**src/rtl/ckc_pkg.sv**
```systemverilog
package ckc_pkg;
    // register byte addresses
    localparam logic [7:0] ADDR_GATE = 8'h00;  // peripheral_clock_gate_first
    localparam logic [7:0] ADDR_SEL = 8'h04;   // source select request
    localparam logic [7:0] ADDR_STAT = 8'h08;  // status, read only
    localparam logic [7:0] ADDR_OPT = 8'h0c;   // watchdog option pair
    localparam logic [7:0] ADDR_MON_EN = 8'h10; // monitor enable
    localparam logic [7:0] ADDR_FAIL = 8'h14;  // failure flag, write 1 clear
    // reset values
    localparam logic [7:0] GATE_RST = 8'hff;
    localparam logic [1:0] SEL_RST = 2'h0;
    localparam logic [7:0] OPT_RST = 8'h00;
    localparam logic [7:0] NOPT_RST = 8'hff;
    // field positions
    localparam int OPT_LS_ALLOW_BIT = 3;
    localparam int OPT_LO = 0;
    localparam int NOPT_LO = 8;
    localparam int STAT_SRC_LO = 0;
    localparam int STAT_FAIL_BIT = 2;
    localparam int STAT_OPT_ERR_BIT = 3;
    // source select codes
    localparam logic [1:0] SRC_HSRC = 2'h0;   // high_speed_rc_osc
    localparam logic [1:0] SRC_XTAL = 2'h1;   // high_speed_crystal_osc
    localparam logic [1:0] SRC_LSRC = 2'h2;   // low_speed_rc_osc
    localparam logic [1:0] SRC_HSRC8 = 2'h3;  // fallback, rc divided by 8
    // timing
    localparam int CLK_KHZ = 40000;
    localparam int LS_KHZ = 128;
    localparam int LS_HALF = CLK_KHZ / (2 * LS_KHZ);
    localparam int FAIL_MIN_KHZ = 500;
    // window without a crystal edge that counts as failure
    localparam int FAIL_CYC = (CLK_KHZ + FAIL_MIN_KHZ - 1) / FAIL_MIN_KHZ;
    localparam int FALLBACK_DIV = 8;
    localparam logic [1:0] AXI_OKAY = 2'h0;
    localparam logic [1:0] AXI_SLVERR = 2'h2;
endpackage

```
**src/rtl/ckc_clock_control.sv**
```systemverilog
`timescale 1ns/1ps
module ckc_clock_control
    import ckc_pkg::*;
(
    input wire logic aclk,
    input wire logic aresetn,
    input wire logic osc_input_pin,
    input wire logic [7:0] awaddr,
    input wire logic awvalid,
    output logic awready,
    input wire logic [31:0] wdata,
    input wire logic [3:0] wstrb,
    input wire logic wvalid,
    output logic wready,
    output logic [1:0] bresp,
    output logic bvalid,
    input wire logic bready,
    input wire logic [7:0] araddr,
    input wire logic arvalid,
    output logic arready,
    output logic [31:0] rdata,
    output logic [1:0] rresp,
    output logic rvalid,
    input wire logic rready,
    output logic lowspeed_tick,
    output logic [1:0] sysclk_source,
    output logic [7:0] periph_clk_en,
    output logic clock_fail_irq
);
    logic xin_s1, xin_s2, xin_s3;
    logic [7:0] gate, next_gate;
    logic [1:0] sel_req, next_sel_req;
    logic [15:0] opt, next_opt;
    logic mon_en, next_mon_en;
    logic fail, next_fail;
    logic [1:0] src, next_src;
    logic [15:0] ls_cnt, next_ls_cnt;
    logic ls_tick, next_ls_tick;
    logic [15:0] mon_cnt, next_mon_cnt;
    logic aw_hold, next_aw_hold, w_hold, next_w_hold;
    logic [7:0] aw_addr, next_aw_addr;
    logic [31:0] w_data, next_w_data;
    logic [3:0] w_strb, next_w_strb;
    logic bv, next_bv, rv, next_rv;
    logic [1:0] br, next_br, rr, next_rr;
    logic [31:0] rd, next_rd;
    logic do_wr, opt_ok, ls_allow, xin_edge, fail_evt;
    logic wr_mapped, fail_clr;

    // crystal pin synchroniser, edge seen only past the second stage
    always_ff @(posedge aclk) begin
        if (!aresetn) begin
            xin_s1 <= 1'b0;
            xin_s2 <= 1'b0;
            xin_s3 <= 1'b0;
        end else begin
            xin_s1 <= osc_input_pin;
            xin_s2 <= xin_s1;
            xin_s3 <= xin_s2;
        end
    end

    assign xin_edge = xin_s2 & ~xin_s3;
    // pair valid only when second byte is exact complement
    assign opt_ok = (opt[NOPT_LO +: 8] == ~opt[OPT_LO +: 8]);
    assign ls_allow = opt_ok & opt[OPT_LO + OPT_LS_ALLOW_BIT];
    assign fail_evt = mon_en & (src == SRC_XTAL) & (mon_cnt >= 16'(FAIL_CYC));
    assign do_wr = aw_hold & w_hold & ~bv;

    // bus handshakes
    assign awready = ~aw_hold;
    assign wready = ~w_hold;
    assign arready = ~rv;
    assign bvalid = bv;
    assign bresp = br;
    assign rvalid = rv;
    assign rresp = rr;
    assign rdata = rd;

    // outputs
    assign lowspeed_tick = ls_tick;
    assign sysclk_source = src;
    assign periph_clk_en = gate;
    assign clock_fail_irq = fail;

    // write decode: which byte addresses answer a write with okay
    always_comb begin
        unique case (aw_addr)
            ADDR_GATE, ADDR_SEL, ADDR_STAT, ADDR_OPT: begin
                wr_mapped = 1'b1;
            end
            ADDR_MON_EN, ADDR_FAIL: begin
                wr_mapped = 1'b1;
            end
            default: begin
                wr_mapped = 1'b0;
            end
        endcase
    end

    // write channel: hold address and data until both are in
    always_comb begin
        next_aw_hold = aw_hold;
        next_w_hold = w_hold;
        next_aw_addr = aw_addr;
        next_w_data = w_data;
        next_w_strb = w_strb;
        next_bv = bv;
        next_br = br;
        if (awvalid && awready) begin
            next_aw_hold = 1'b1;
            next_aw_addr = awaddr;
        end
        if (wvalid && wready) begin
            next_w_hold = 1'b1;
            next_w_data = wdata;
            next_w_strb = wstrb;
        end
        if (bv && bready) begin
            next_bv = 1'b0;
        end
        // both halves in: commit now, answer on the next edge
        if (do_wr) begin
            next_aw_hold = 1'b0;
            next_w_hold = 1'b0;
            next_bv = 1'b1;
            next_br = wr_mapped ? AXI_OKAY : AXI_SLVERR;
        end
    end

    // write channel registers
    always_ff @(posedge aclk) begin
        if (!aresetn) begin
            aw_hold <= 1'b0;
            w_hold <= 1'b0;
            aw_addr <= 8'h00;
            w_data <= 32'h0000_0000;
            w_strb <= 4'h0;
            bv <= 1'b0;
            br <= AXI_OKAY;
        end else begin
            aw_hold <= next_aw_hold;
            w_hold <= next_w_hold;
            aw_addr <= next_aw_addr;
            w_data <= next_w_data;
            w_strb <= next_w_strb;
            bv <= next_bv;
            br <= next_br;
        end
    end

    // software registers, updated when a write commits
    always_comb begin
        next_gate = gate;
        next_sel_req = sel_req;
        next_opt = opt;
        next_mon_en = mon_en;
        fail_clr = 1'b0;
        if (do_wr) begin
            unique case (aw_addr)
                ADDR_GATE: begin
                    if (w_strb[0]) next_gate = w_data[7:0];
                end
                ADDR_SEL: begin
                    if (w_strb[0]) next_sel_req = w_data[1:0];
                end
                ADDR_OPT: begin
                    if (w_strb[0]) next_opt[7:0] = w_data[7:0];
                    if (w_strb[1]) next_opt[15:8] = w_data[15:8];
                end
                ADDR_MON_EN: begin
                    if (w_strb[0]) next_mon_en = w_data[0];
                end
                ADDR_FAIL: begin
                    fail_clr = w_strb[0] & w_data[0];
                end
                default: ;
            endcase
        end
    end

    // software register state
    always_ff @(posedge aclk) begin
        if (!aresetn) begin
            gate <= GATE_RST;
            sel_req <= SEL_RST;
            opt <= {NOPT_RST, OPT_RST};
            mon_en <= 1'b0;
        end else begin
            gate <= next_gate;
            sel_req <= next_sel_req;
            opt <= next_opt;
            mon_en <= next_mon_en;
        end
    end

    // clock state: crystal monitor, failure flag and source
    always_comb begin
        next_fail = fail;
        next_src = src;
        next_mon_cnt = mon_cnt;
        // cycles since the last synced crystal edge
        if (xin_edge || src != SRC_XTAL) begin
            next_mon_cnt = 16'h0000;
        end else if (mon_cnt < 16'(FAIL_CYC)) begin
            next_mon_cnt = mon_cnt + 16'h0001;
        end
        // write one clears the flag
        if (fail_clr) begin
            next_fail = 1'b0;
        end
        // fallback overrides selection; a failure beats a clear
        if (fail_evt) begin
            next_fail = 1'b1;
            next_src = SRC_HSRC8;
        end else if (!fail) begin
            unique case (sel_req)
                SRC_XTAL: next_src = SRC_XTAL;
                SRC_LSRC: next_src = ls_allow ? SRC_LSRC : SRC_HSRC;
                default: next_src = SRC_HSRC;
            endcase
        end else begin
            next_src = SRC_HSRC8;
        end
    end

    // clock state registers
    always_ff @(posedge aclk) begin
        if (!aresetn) begin
            fail <= 1'b0;
            src <= SRC_HSRC;
            mon_cnt <= 16'h0000;
        end else begin
            fail <= next_fail;
            src <= next_src;
            mon_cnt <= next_mon_cnt;
        end
    end

    // free-running low-speed divider, one tick per half period
    always_comb begin
        next_ls_cnt = ls_cnt + 16'h0001;
        next_ls_tick = 1'b0;
        if (ls_cnt >= 16'(LS_HALF - 1)) begin
            next_ls_cnt = 16'h0000;
            next_ls_tick = 1'b1;
        end
    end

    // low-speed divider registers
    always_ff @(posedge aclk) begin
        if (!aresetn) begin
            ls_cnt <= 16'h0000;
            ls_tick <= 1'b0;
        end else begin
            ls_cnt <= next_ls_cnt;
            ls_tick <= next_ls_tick;
        end
    end

    // read channel: answer one cycle after the address is taken
    always_comb begin
        next_rv = rv;
        next_rr = rr;
        next_rd = rd;
        if (rv && rready) begin
            next_rv = 1'b0;
        end
        if (arvalid && arready) begin
            next_rv = 1'b1;
            next_rr = AXI_OKAY;
            next_rd = 32'h0000_0000;
            unique case (araddr)
                ADDR_GATE: next_rd[7:0] = gate;
                ADDR_SEL: next_rd[1:0] = sel_req;
                ADDR_STAT: begin
                    next_rd[STAT_SRC_LO +: 2] = src;
                    next_rd[STAT_FAIL_BIT] = fail;
                    next_rd[STAT_OPT_ERR_BIT] = ~opt_ok;
                end
                ADDR_OPT: next_rd[15:0] = opt;
                ADDR_MON_EN: next_rd[0] = mon_en;
                ADDR_FAIL: next_rd[0] = fail;
                default: next_rr = AXI_SLVERR;
            endcase
        end
    end

    // read channel registers
    always_ff @(posedge aclk) begin
        if (!aresetn) begin
            rv <= 1'b0;
            rr <= AXI_OKAY;
            rd <= 32'h0000_0000;
        end else begin
            rv <= next_rv;
            rr <= next_rr;
            rd <= next_rd;
        end
    end
endmodule

```
**config.mk**
```make
export PLATFORM = sky130hd
export DESIGN_NAME = ckc_clock_control
export DESIGN_NICKNAME = d
export VERILOG_FILES = /design/src/rtl/ckc_pkg.sv /design/src/rtl/ckc_clock_control.sv
export SDC_FILE = /design/constraint.sdc
export NUM_CORES = 1
export LEC_CHECK = 0
export BUFFER_PORTS_ARGS = -buffer_cell sky130_fd_sc_hd__buf_2
export CORE_MARGIN = 2
export CORE_UTILIZATION = 56
export CTS_CLUSTER_DIAMETER = 30
export DETAILED_ROUTE_END_ITERATION = 16
export PLACE_DENSITY = 0.88
export SYNTH_ARGS = -nofsm -noshare
export SYNTH_HDL_FRONTEND = slang
export SYNTH_SLANG_ARGS = --single-unit
```
**constraint.sdc**
```tcl
create_clock -name aclk -period 2.9 [get_ports aclk]
set_input_delay 0.29 -clock aclk [delete_from_list [all_inputs] [get_ports aclk]]
set_output_delay 0.29 -clock aclk [all_outputs]
set_load 0.02 [all_outputs]
```
==> results of run 1 <==
## final cells by class
class,instances,share of cell area
multi-input cells,343,0.3765
clock inverters,15,0.03686
flip-flops and latches,114,0.4100
clock buffers,17,0.07440
repair buffers,78,0.07193
inverters,11,0.007417
well taps,102,0.02293
## metal layers
layer | up-vias | track usage | wire length [um] | share of wire
met5 | - | 0 | 0 | 0
met4 | 0 | 0.1002 | 105 | 0.010
met3 | 12 | 0.06822 | 810 | 0.077
met2 | 151 | 0.4065 | 5230 | 0.50
met1 | 1760 | 0.3060 | 4368 | 0.42
li1 | 1788 | - | - | -
## per-stage QoR
step                instances  area, um2  utilization
finish                    680       5567       0.7130
global route              680       5567       0.7130
CTS                       680       5567       0.7130
detailed placement        646       4927       0.6311
global placement          646       4927       0.6311
floorplan                 507       4641            -
## cells in the mapped netlist, types with 3 or more instances
| master | count | area share |
|---|---|---|
| o31ai_1 | 3 | 0.0050 |
| o21ai_0 | 5 | 0.0055 |
| nand2b_1 | 3 | 0.0041 |
| o31a_1 | 3 | 0.0058 |
| xnor2_1 | 3 | 0.0058 |
| ha_1 | 5 | 0.014 |
| buf_4 | 18 | 0.030 |
| clkbuf_1 | 18 | 0.015 |
| and2_1 | 13 | 0.018 |
| mux2i_1 | 36 | 0.079 |
| inv_1 | 10 | 0.0083 |
| dfxtp_1 | 114 | 0.50 |
| xor2_1 | 11 | 0.021 |
| a22oi_1 | 14 | 0.023 |
| nand4_1 | 10 | 0.014 |
| nor4_1 | 6 | 0.0083 |
| nand3_1 | 6 | 0.0066 |
| nor2_1 | 48 | 0.040 |
| nand2_1 | 69 | 0.057 |
| or3_1 | 8 | 0.011 |
| a21oi_1 | 35 | 0.039 |
| nor2b_1 | 5 | 0.0069 |
| nor4_4 | 3 | 0.014 |
## sequential cells by signal (all words and copies together), names as in the netlist, 2 cells and up
register,cells
ls_cnt,16
mon_cnt,16
opt,16
rdata,16
w_data,16
aw_addr,8
periph_clk_en,8
sel_req,2
sysclk_source,2
w_strb,2
## worst max-delay path, stage by stage (launching register included)
cell,delay (ns)
dfxtp_1,0.32
or4_4,0.61
nor4_4,0.66
mux2i_1,0.33
nand2_1,0.08
## power breakdown
group          internal (mW)  total [mW]  switching [mW]
logic                 0.0696       0.203           0.134
clock network           1.40        2.16           0.756
registers               1.60        1.64          0.0312
## how the worst max path moves through the flow
stage,from,endpoint
floorplan,aw_addr[6]$_SDFFE_PN0P_,periph_clk_en[0]$_SDFFE_PN1P_
global placement,aw_addr[6]$_SDFFE_PN0P_,opt[13]$_SDFFE_PN1P_
detailed placement,aw_addr[6]$_SDFFE_PN0P_,opt[15]$_SDFFE_PN1P_
CTS,aw_addr[6]$_SDFFE_PN0P_,opt[12]$_SDFFE_PN1P_
global route,aw_addr[6]$_SDFFE_PN0P_,opt[12]$_SDFFE_PN1P_
finish,aw_addr[6]$_SDFFE_PN0P_,opt[12]$_SDFFE_PN1P_
## cell families (layout without fill, tap and decap cells)
kind of cell,Yosys count,count (layout),share of synthesized area
AND/OR/NAND/NOR,190,190,0.2130
flip-flops,114,114,0.5019
AO/OA/AOI/OAI,68,68,0.09163
buffers and inverters,50,121,0.05779
multiplexers,40,40,0.09411
XOR/XNOR,14,14,0.02697
adder cells (fa/ha/maj),5,5,0.01376
other,1,26,0.0008247
==> results.cfg, run 1 <==
[outcome]
status = completed

[run]
drv_cap = 0

[sta]
slew_viol_final = 0
setup_viol = 0
fin_ws_ns = 0.7556
fmax_mhz = 466.3
post-route-min-period_ns = 2.144
rsz0062_at_grt = false
worst_pin_slew_ns = 1.196
relSlewSlack = 0.2011
timing.hold.ws_ns = 0.009269
tns_ns = 0
fin_skew_ns = 0.009402
finalCritPeriodShare = 0.7395
hold_viol_final = 0

[setup_path]
crit-reg2reg-launch = aw_addr[6]$_SDFFE_PN0P_
worstPathRequired_ns = 3.27
critPathMaxFanout = 8
arrival_ns = 2.51
r2r_cells = 4
critical_path.startpoint_type = flip-flop
cp-end-kind = flip-flop
r2r-end = opt[12]$_SDFFE_PN1P_
path_class = reg2reg
rrSetupSlack_ns = 0.76

[clocking]
worstSkewPairLatency_ns = 0.51
cts-resized-gates = 0
cts_tree = yes
root_buffer = clkbuf_8
cts_sinks = 114
h-tree-depth = 4
cts_hold_buf = 2
clk_pin_slew_ns = 0.06
cts_buffers = 17
cts_setup_buffers = 0
clock_path_buffers = 2

[power_and_ir_drop]
vdd_drop_max_uv = 665.5
finalPower_mw = 3.998
power_density_mw_per_mm2 = 718.2
leakagePower_nw = 2.269

[yosys]
synthArstFlopShare = 0
yosysWarningCount = 0
synth_seq_area_share = 0.5019
synth_edf_count = 0
yosysUniqueCellTypes = 48
ys_ff_latch = 114
syn_area_per_cell_um2 = 9.433
synthCells = 482
synth_ff_type = dfxtp_1
synth_area_mm2 = 0.004547

[cells_and_area]
diodes = 0
layout_common_cells = 114 x dfxtp_1, 76 x buf_2, 69 x nand2_1
area_growth_pct = 22.43
fillers = 565
layout-drive-gt1-share = 0.2042
seqCellArea_mm2 = 0.002282
multiInputGateArea_mm2 = 0.002096
final_common_cell = dfxtp_1
fin_nets = 630

[grt]
grt_overflow = 0
grt_pass1_wl_um = 16930
grt_max_degree = 56
antenna_found_initial = 0
gr-usage-all-layers = 0.2470
grt_pass1_vias = 3623

[die]
rows = 32
ios = 113
die_h_um = 94.11
coreArea_mm2 = 0.007807
die_w_um = 94.11
start_util = 0.5824
dieArea_mm2 = 0.008856

[routing]
via_per_inst = 5.457
route.detailed.drc = 0
drtPass1Iterations = 4
drt-initial-drc-count = 222
wl_per_cell_um = 15.46
drt_wl_total_um = 10520
drtAntennaViolNets = 0
vias = 3711

[hold_path]
hold_depth = 3
min_to = w_hold$_SDFFE_PP0P_
hp-start = wvalid
hold_path.class = in2reg

[place]
dpl.hpwl_um = 6720
gp_congestion = 0.8294
pre_cts_slack_ns = 0.8459
io_buffers = 76
Note: power is estimated with default switching activity, not from simulation.
==> run 2, diff against run 1 <==
Settings changed: CORE_UTILIZATION 56 to 48, PLACE_DENSITY 0.88 to 0.81.
Clock period 2.9 ns to 1.8 ns, I/O delays scaled along.
==> run 2 against run 1 <==
Effect of this change: sequential share of layout area shrank 3.5 points; total power grew 56%; sequential power grew 60%; design area grew 9.4%; utilization shrank 5.1 points; fmax grew 23%; clock-buffer cell count grew 2; combinational power grew 110%; worst setup slack lost 0.69 ns; critical endpoint is now opt[2]$_SDFFE_PN0P_; critical path type unchanged; clock power grew 47%.
==> results.cfg, run 2 (same netlist as run 1, synthesis figures left out) <==
[hold_path]
hold_depth = 3
hold_path.class = in2reg

[die]
coreArea_mm2 = 0.009196
start_util = 0.4944
ios = 113
die_h_um = 101.3
rows = 35
die_w_um = 101.3
dieArea_mm2 = 0.01027

[place]
gp_congestion = 0.8078
io_buffers = 76
dpl.hpwl_um = 7115
place_area_mm2 = 0.005127

[routing]
drt-initial-drc-count = 172
drt_wl_total_um = 11060
drtAntennaViolNets = 0
route.detailed.drc = 0
wl_per_cell_um = 14.88
via_per_inst = 5.217
vias = 3876
drtPass1Iterations = 5

[setup_path]
cp-end-kind = flip-flop
cp_slowest_cell = or4_4
arrival_ns = 2.14
crit_end = opt[2]$_SDFFE_PN0P_
critical_path_depth = 5
worstPathRequired_ns = 2.20
crit-reg2reg-launch = aw_addr[1]$_SDFFE_PN0P_
cp_cell_sequence = or4_4, nor4_4, buf_12, mux2i_2, nor2_1
r2r-end = opt[2]$_SDFFE_PN0P_
setup.worst_path.start = aw_addr[1]$_SDFFE_PN0P_
r2r_cells = 5
critical_path.startpoint_type = flip-flop
path_class = reg2reg
critPathBufInv = 1
critPathMaxFanout = 8
rrSetupSlack_ns = 0.06
critical-path-top-delay-family = simple AND/OR/NAND/NOR gates
cpPeakStageDelay_ns = 0.60

[cells_and_area]
seqCellArea_mm2 = 0.002285
layout-drive-gt1-share = 0.2263
multiInputGateArea_mm2 = 0.002113
fillers = 688
fin_nets = 684
area_growth_pct = 33.87
layout_common_cells = 112 x dfxtp_1, 76 x buf_2, 69 x nand2_1
fin_area_mm2 = 0.006087
diodes = 0
final_common_cell = dfxtp_1

[sta]
fin_skew_ns = 0.006584
hold_viol_final = 0
relSlewSlack = 0.5849
rsz0062_at_grt = false
timing.hold.ws_ns = 0.03123
tns_ns = 0
fmax_mhz = 575.2
worst_pin_slew_ns = 0.6170
post-route-min-period_ns = 1.738
setup_viol = 0
slew_viol_final = 0
finalCritPeriodShare = 0.9658

[power_and_ir_drop]
finalPower_mw = 6.229
power_density_mw_per_mm2 = 1023
vdd_drop_max_uv = 506.3
leakagePower_nw = 2.513

[grt]
antenna_found_initial = 0
grt_overflow = 0
gr-usage-all-layers = 0.2262
grt_pass1_wl_um = 17930
grt_max_degree = 37
grt_pass1_vias = 3880

[run]
drv_cap = 0

[clocking]
cts_buffers = 17
h-tree-depth = 4
clk_pin_slew_ns = 0.06
worstSkewPairLatency_ns = 0.51
clock_path_buffers = 2
cts_tree = yes
cts_sinks = 114
root_buffer = clkbuf_8

[outcome]
status = completed
## run 2: metrics by stage
stage | std cells | worst slack, ns | utilization
2_1_floorplan | 507 | -0.01206 | -
3_3_place_gp | 673 | 0.1440 | 0.5576
3_5_place_dp | 673 | 0.1139 | 0.5576
4_1_cts | 741 | 0.06180 | 0.6585
5_1_grt | 743 | 0.001535 | 0.6619
6_report | 743 | 0.06152 | 0.6619
## run 2: worst min-delay path, delay by kind of cell
family,cells,cell delay [ns]
buffers and inverters,1,0.13
AOI/OAI and AO/OA,2,0.19
## run 2: how the worst min path moves through the flow
| stage | start | endpoint | slack, ns |
|---|---|---|---|
| after global routing | araddr[1] | rdata[0]$_SDFFE_PN0P_ | 0.07 |
| final | araddr[4] | rresp[1]$_SDFFE_PN0P_ | 0.03 |
| after CTS | araddr[4] | rresp[1]$_SDFFE_PN0P_ | 0.01 |
| after global placement | awvalid | aw_hold$_SDFFE_PP0P_ | 0.40 |
| after detailed placement | osc_input_pin | xin_s1$_SDFF_PN0_ | 0.40 |
| after floorplan | awvalid | aw_hold$_SDFFE_PP0P_ | 0.30 |
## run 2: timing repair
action,4_1_cts,5_1_grt
endpoints found under the hold margin,33,0
buffers inserted,0,2
hold buffers,36,0
gates resized for setup,0,5
setup endpoints to repair,0,8
## run 2: cell type report
type / instances / area share
well taps: 111 / 0.02282
inverters: 11 / 0.006783
clock buffers: 19 / 0.07091
repair buffers: 132 / 0.1546
clock inverters: 13 / 0.02240
multi-input cells: 343 / 0.3472
flip-flops and latches: 114 / 0.3753
## run 2: report_power, final
group / internal [mW] / switching (mW) / total (mW)
sequential: 2.59 / 0.0435 / 2.63
combinational: 0.186 / 0.239 / 0.425
clock: 2.00 / 1.18 / 3.17
## run 2: routing by layer
layer	share of wire	up-vias	global-route usage
met5	0	-	0
met4	0.024	0	0.1143
met3	0.059	22	0.06556
met2	0.49	125	0.3714
met1	0.43	1823	0.2705
li1	-	1906	-
==> run 3, diff against run 2 <==
Settings changed: REMOVE_ABC_BUFFERS from default to 1.
==> run 3 against run 2 <==
Effect of this change: the run now ends with setup timing left; design area grew 1.1%; total power up 4.9%; utilization up 0.72 points; fmax fell by 7.5%; first-iteration DRC count rose by 78%; via count increased by 3.9%; critical path type unchanged.
==> results.cfg, run 3 (same netlist as run 1, synthesis figures left out) <==
[outcome]
status = finished with violations
violations = setup timing

[setup_path]
crit-reg2reg-launch = aw_addr[1]$_SDFFE_PN0P_
r2r_cells = 6
critPathBufInv = 2
cp-end-kind = flip-flop
arrival_ns = 2.29
worstPathRequired_ns = 2.21
critical_path.startpoint_type = flip-flop
r2r-end = opt[11]$_SDFFE_PN1P_
path_class = reg2reg
critical_path_depth = 6
cp_cell_sequence = or4_4, buf_4, nor4_4, buf_12, mux2i_1, nand2_1
cp_slowest_cell = or4_4
cpPeakStageDelay_ns = 0.60
rrSetupSlack_ns = -0.08
critPathMaxFanout = 8
critical-path-top-delay-family = simple AND/OR/NAND/NOR gates

[sta]
fin_ws_ns = -0.07865
post-route-min-period_ns = 1.879
fmax_mhz = 532.3
fin_skew_ns = 0.01035
setup_viol = 16
hold_viol_final = 0
slew_viol_final = 0
finalCritPeriodShare = 1.044
rsz0062_at_grt = true
tns_ns = -0.5554

[place]
io_buffers = 76
place_area_mm2 = 0.005131
gp_congestion = 0.8123
dp.cells = 674
dpl.hpwl_um = 7094

[die]
die_w_um = 101.3
rows = 35
die_h_um = 101.3
coreArea_mm2 = 0.009196
start_util = 0.4944
dieArea_mm2 = 0.01027
ios = 113

[cells_and_area]
layout-drive-gt1-share = 0.2346
fin_area_mm2 = 0.006153
final_common_cell = dfxtp_1
fin_cells = 746
fillers = 664
fin_nets = 687
diodes = 0
area_growth_pct = 35.33
layout_common_cells = 110 x dfxtp_1, 76 x buf_2, 69 x nand2_1

[clocking]
clock_path_buffers = 2
cts_sinks = 114
clk_pin_slew_ns = 0.06
worstSkewPairLatency_ns = 0.52
h-tree-depth = 4
root_buffer = clkbuf_8
cts_tree = yes
cts_buffers = 17

[power_and_ir_drop]
power_frac_comb = 0.068
vdd_drop_max_uv = 646.4
sw_frac_of_total = 0.2207
clkPwrFrac = 0.529
intPower_mw = 5.092
power.net_switching_mw = 1.442
finalPower_mw = 6.534
pwr-share-seq = 0.403
leakagePower_nw = 2.554
power_density_mw_per_mm2 = 1062

[run]
drv_cap = 0

[hold_path]
hold_depth = 4
hold_path.class = in2reg
min_to = rdata[1]$_SDFFE_PN0P_
hp-start = araddr[6]

[routing]
drtPass1Iterations = 4
drtAntennaViolNets = 0
drt_wl_total_um = 12100
via_per_inst = 5.398
drt-initial-drc-count = 307
vias = 4027
wl_per_cell_um = 16.22
route.detailed.drc = 0

[grt]
gr-usage-all-layers = 0.2437
grt_pass1_wl_um = 19330
antenna_found_initial = 0
grt_max_degree = 47
grt_pass1_vias = 4067
grt_overflow = 0
## run 3: changes by cell type in the layout (fill, tap and decap cells not counted), moves of 2 or more
cell	change
buf_4	+6
bufinv_16	+2
clkbuf_1	+2
clkinvlp_4	-3
dfxtp_1	-2
dfxtp_2	+2
dlygate4sd3_1	-3
mux2i_2	-2
## run 3: worst max-delay path by stage
stage                                 start                            end  slack [ns]
floorplan           aw_addr[6]$_SDFFE_PN0P_            opt[0]$_SDFFE_PN0P_       -0.04
global placement    aw_addr[6]$_SDFFE_PN0P_  periph_clk_en[2]$_SDFFE_PN1P_        0.06
detailed placement  aw_addr[6]$_SDFFE_PN0P_  periph_clk_en[0]$_SDFFE_PN1P_        0.01
CTS                 aw_addr[6]$_SDFFE_PN0P_            opt[5]$_SDFFE_PN0P_       -0.02
global route        aw_addr[1]$_SDFFE_PN0P_           opt[11]$_SDFFE_PN1P_       -0.12
finish              aw_addr[1]$_SDFFE_PN0P_           opt[11]$_SDFFE_PN1P_       -0.08
## run 3: metal layers
layer | vias to the layer above | wire [um] | track usage
li1 | 1912 | - | -
met1 | 1933 | 4636 | 0.2535
met2 | 138 | 6411 | 0.4508
met3 | 44 | 649 | 0.07177
met4 | 0 | 405 | 0.1091
met5 | - | 0 | 0
## run 3: stage by stage
stage | setup slack [ns] | util | hold slack [ns]
floorplan | -0.04018 | - | 0.2419
global placement | 0.05530 | 0.5580 | 0.3986
detailed placement | 0.01248 | 0.5580 | 0.4053
CTS | -0.02495 | 0.6633 | 0.003341
global route | -0.1205 | 0.6691 | 0.05144
finish | -0.07865 | 0.6691 | 0.01964
## run 3: what timing repair did
action / CTS / global route
hold buffers: 33 / 0
endpoints found under the hold margin: 32 / 0
pin swaps: 4 / 5
resized for setup: 3 / 6
setup endpoints to repair: 12 / 25
buffers inserted: 3 / 4
## run 3: cell type report
cell class,count,area (um2),area share
clock inverter,10,156.4,0.02542
sequential,114,2287,0.3717
inverter,11,41.29,0.006710
clock buffer,22,452.9,0.07361
timing repair buffer,135,955.9,0.1553
multi-input combinational,343,2121,0.3447
tap,111,138.9,0.02257
## run 3: worst register-to-register path, delay by kind of cell (launching register included)
family / cells / cell delay, ns
buf+inv: 2 / 0.35
flops: 1 / 0.33
mux: 1 / 0.22
simple gates: 3 / 0.86
## run 3: power groups by stage
stage	Sequential, mW	Combinational [mW]	Clock (mW)
finish	2.63	0.445	3.46
CTS	2.63	0.428	3.46
floorplan	2.68	0.194	0
detailed placement	2.68	0.360	0
global placement	2.68	0.354	0
global route	2.64	0.482	3.58
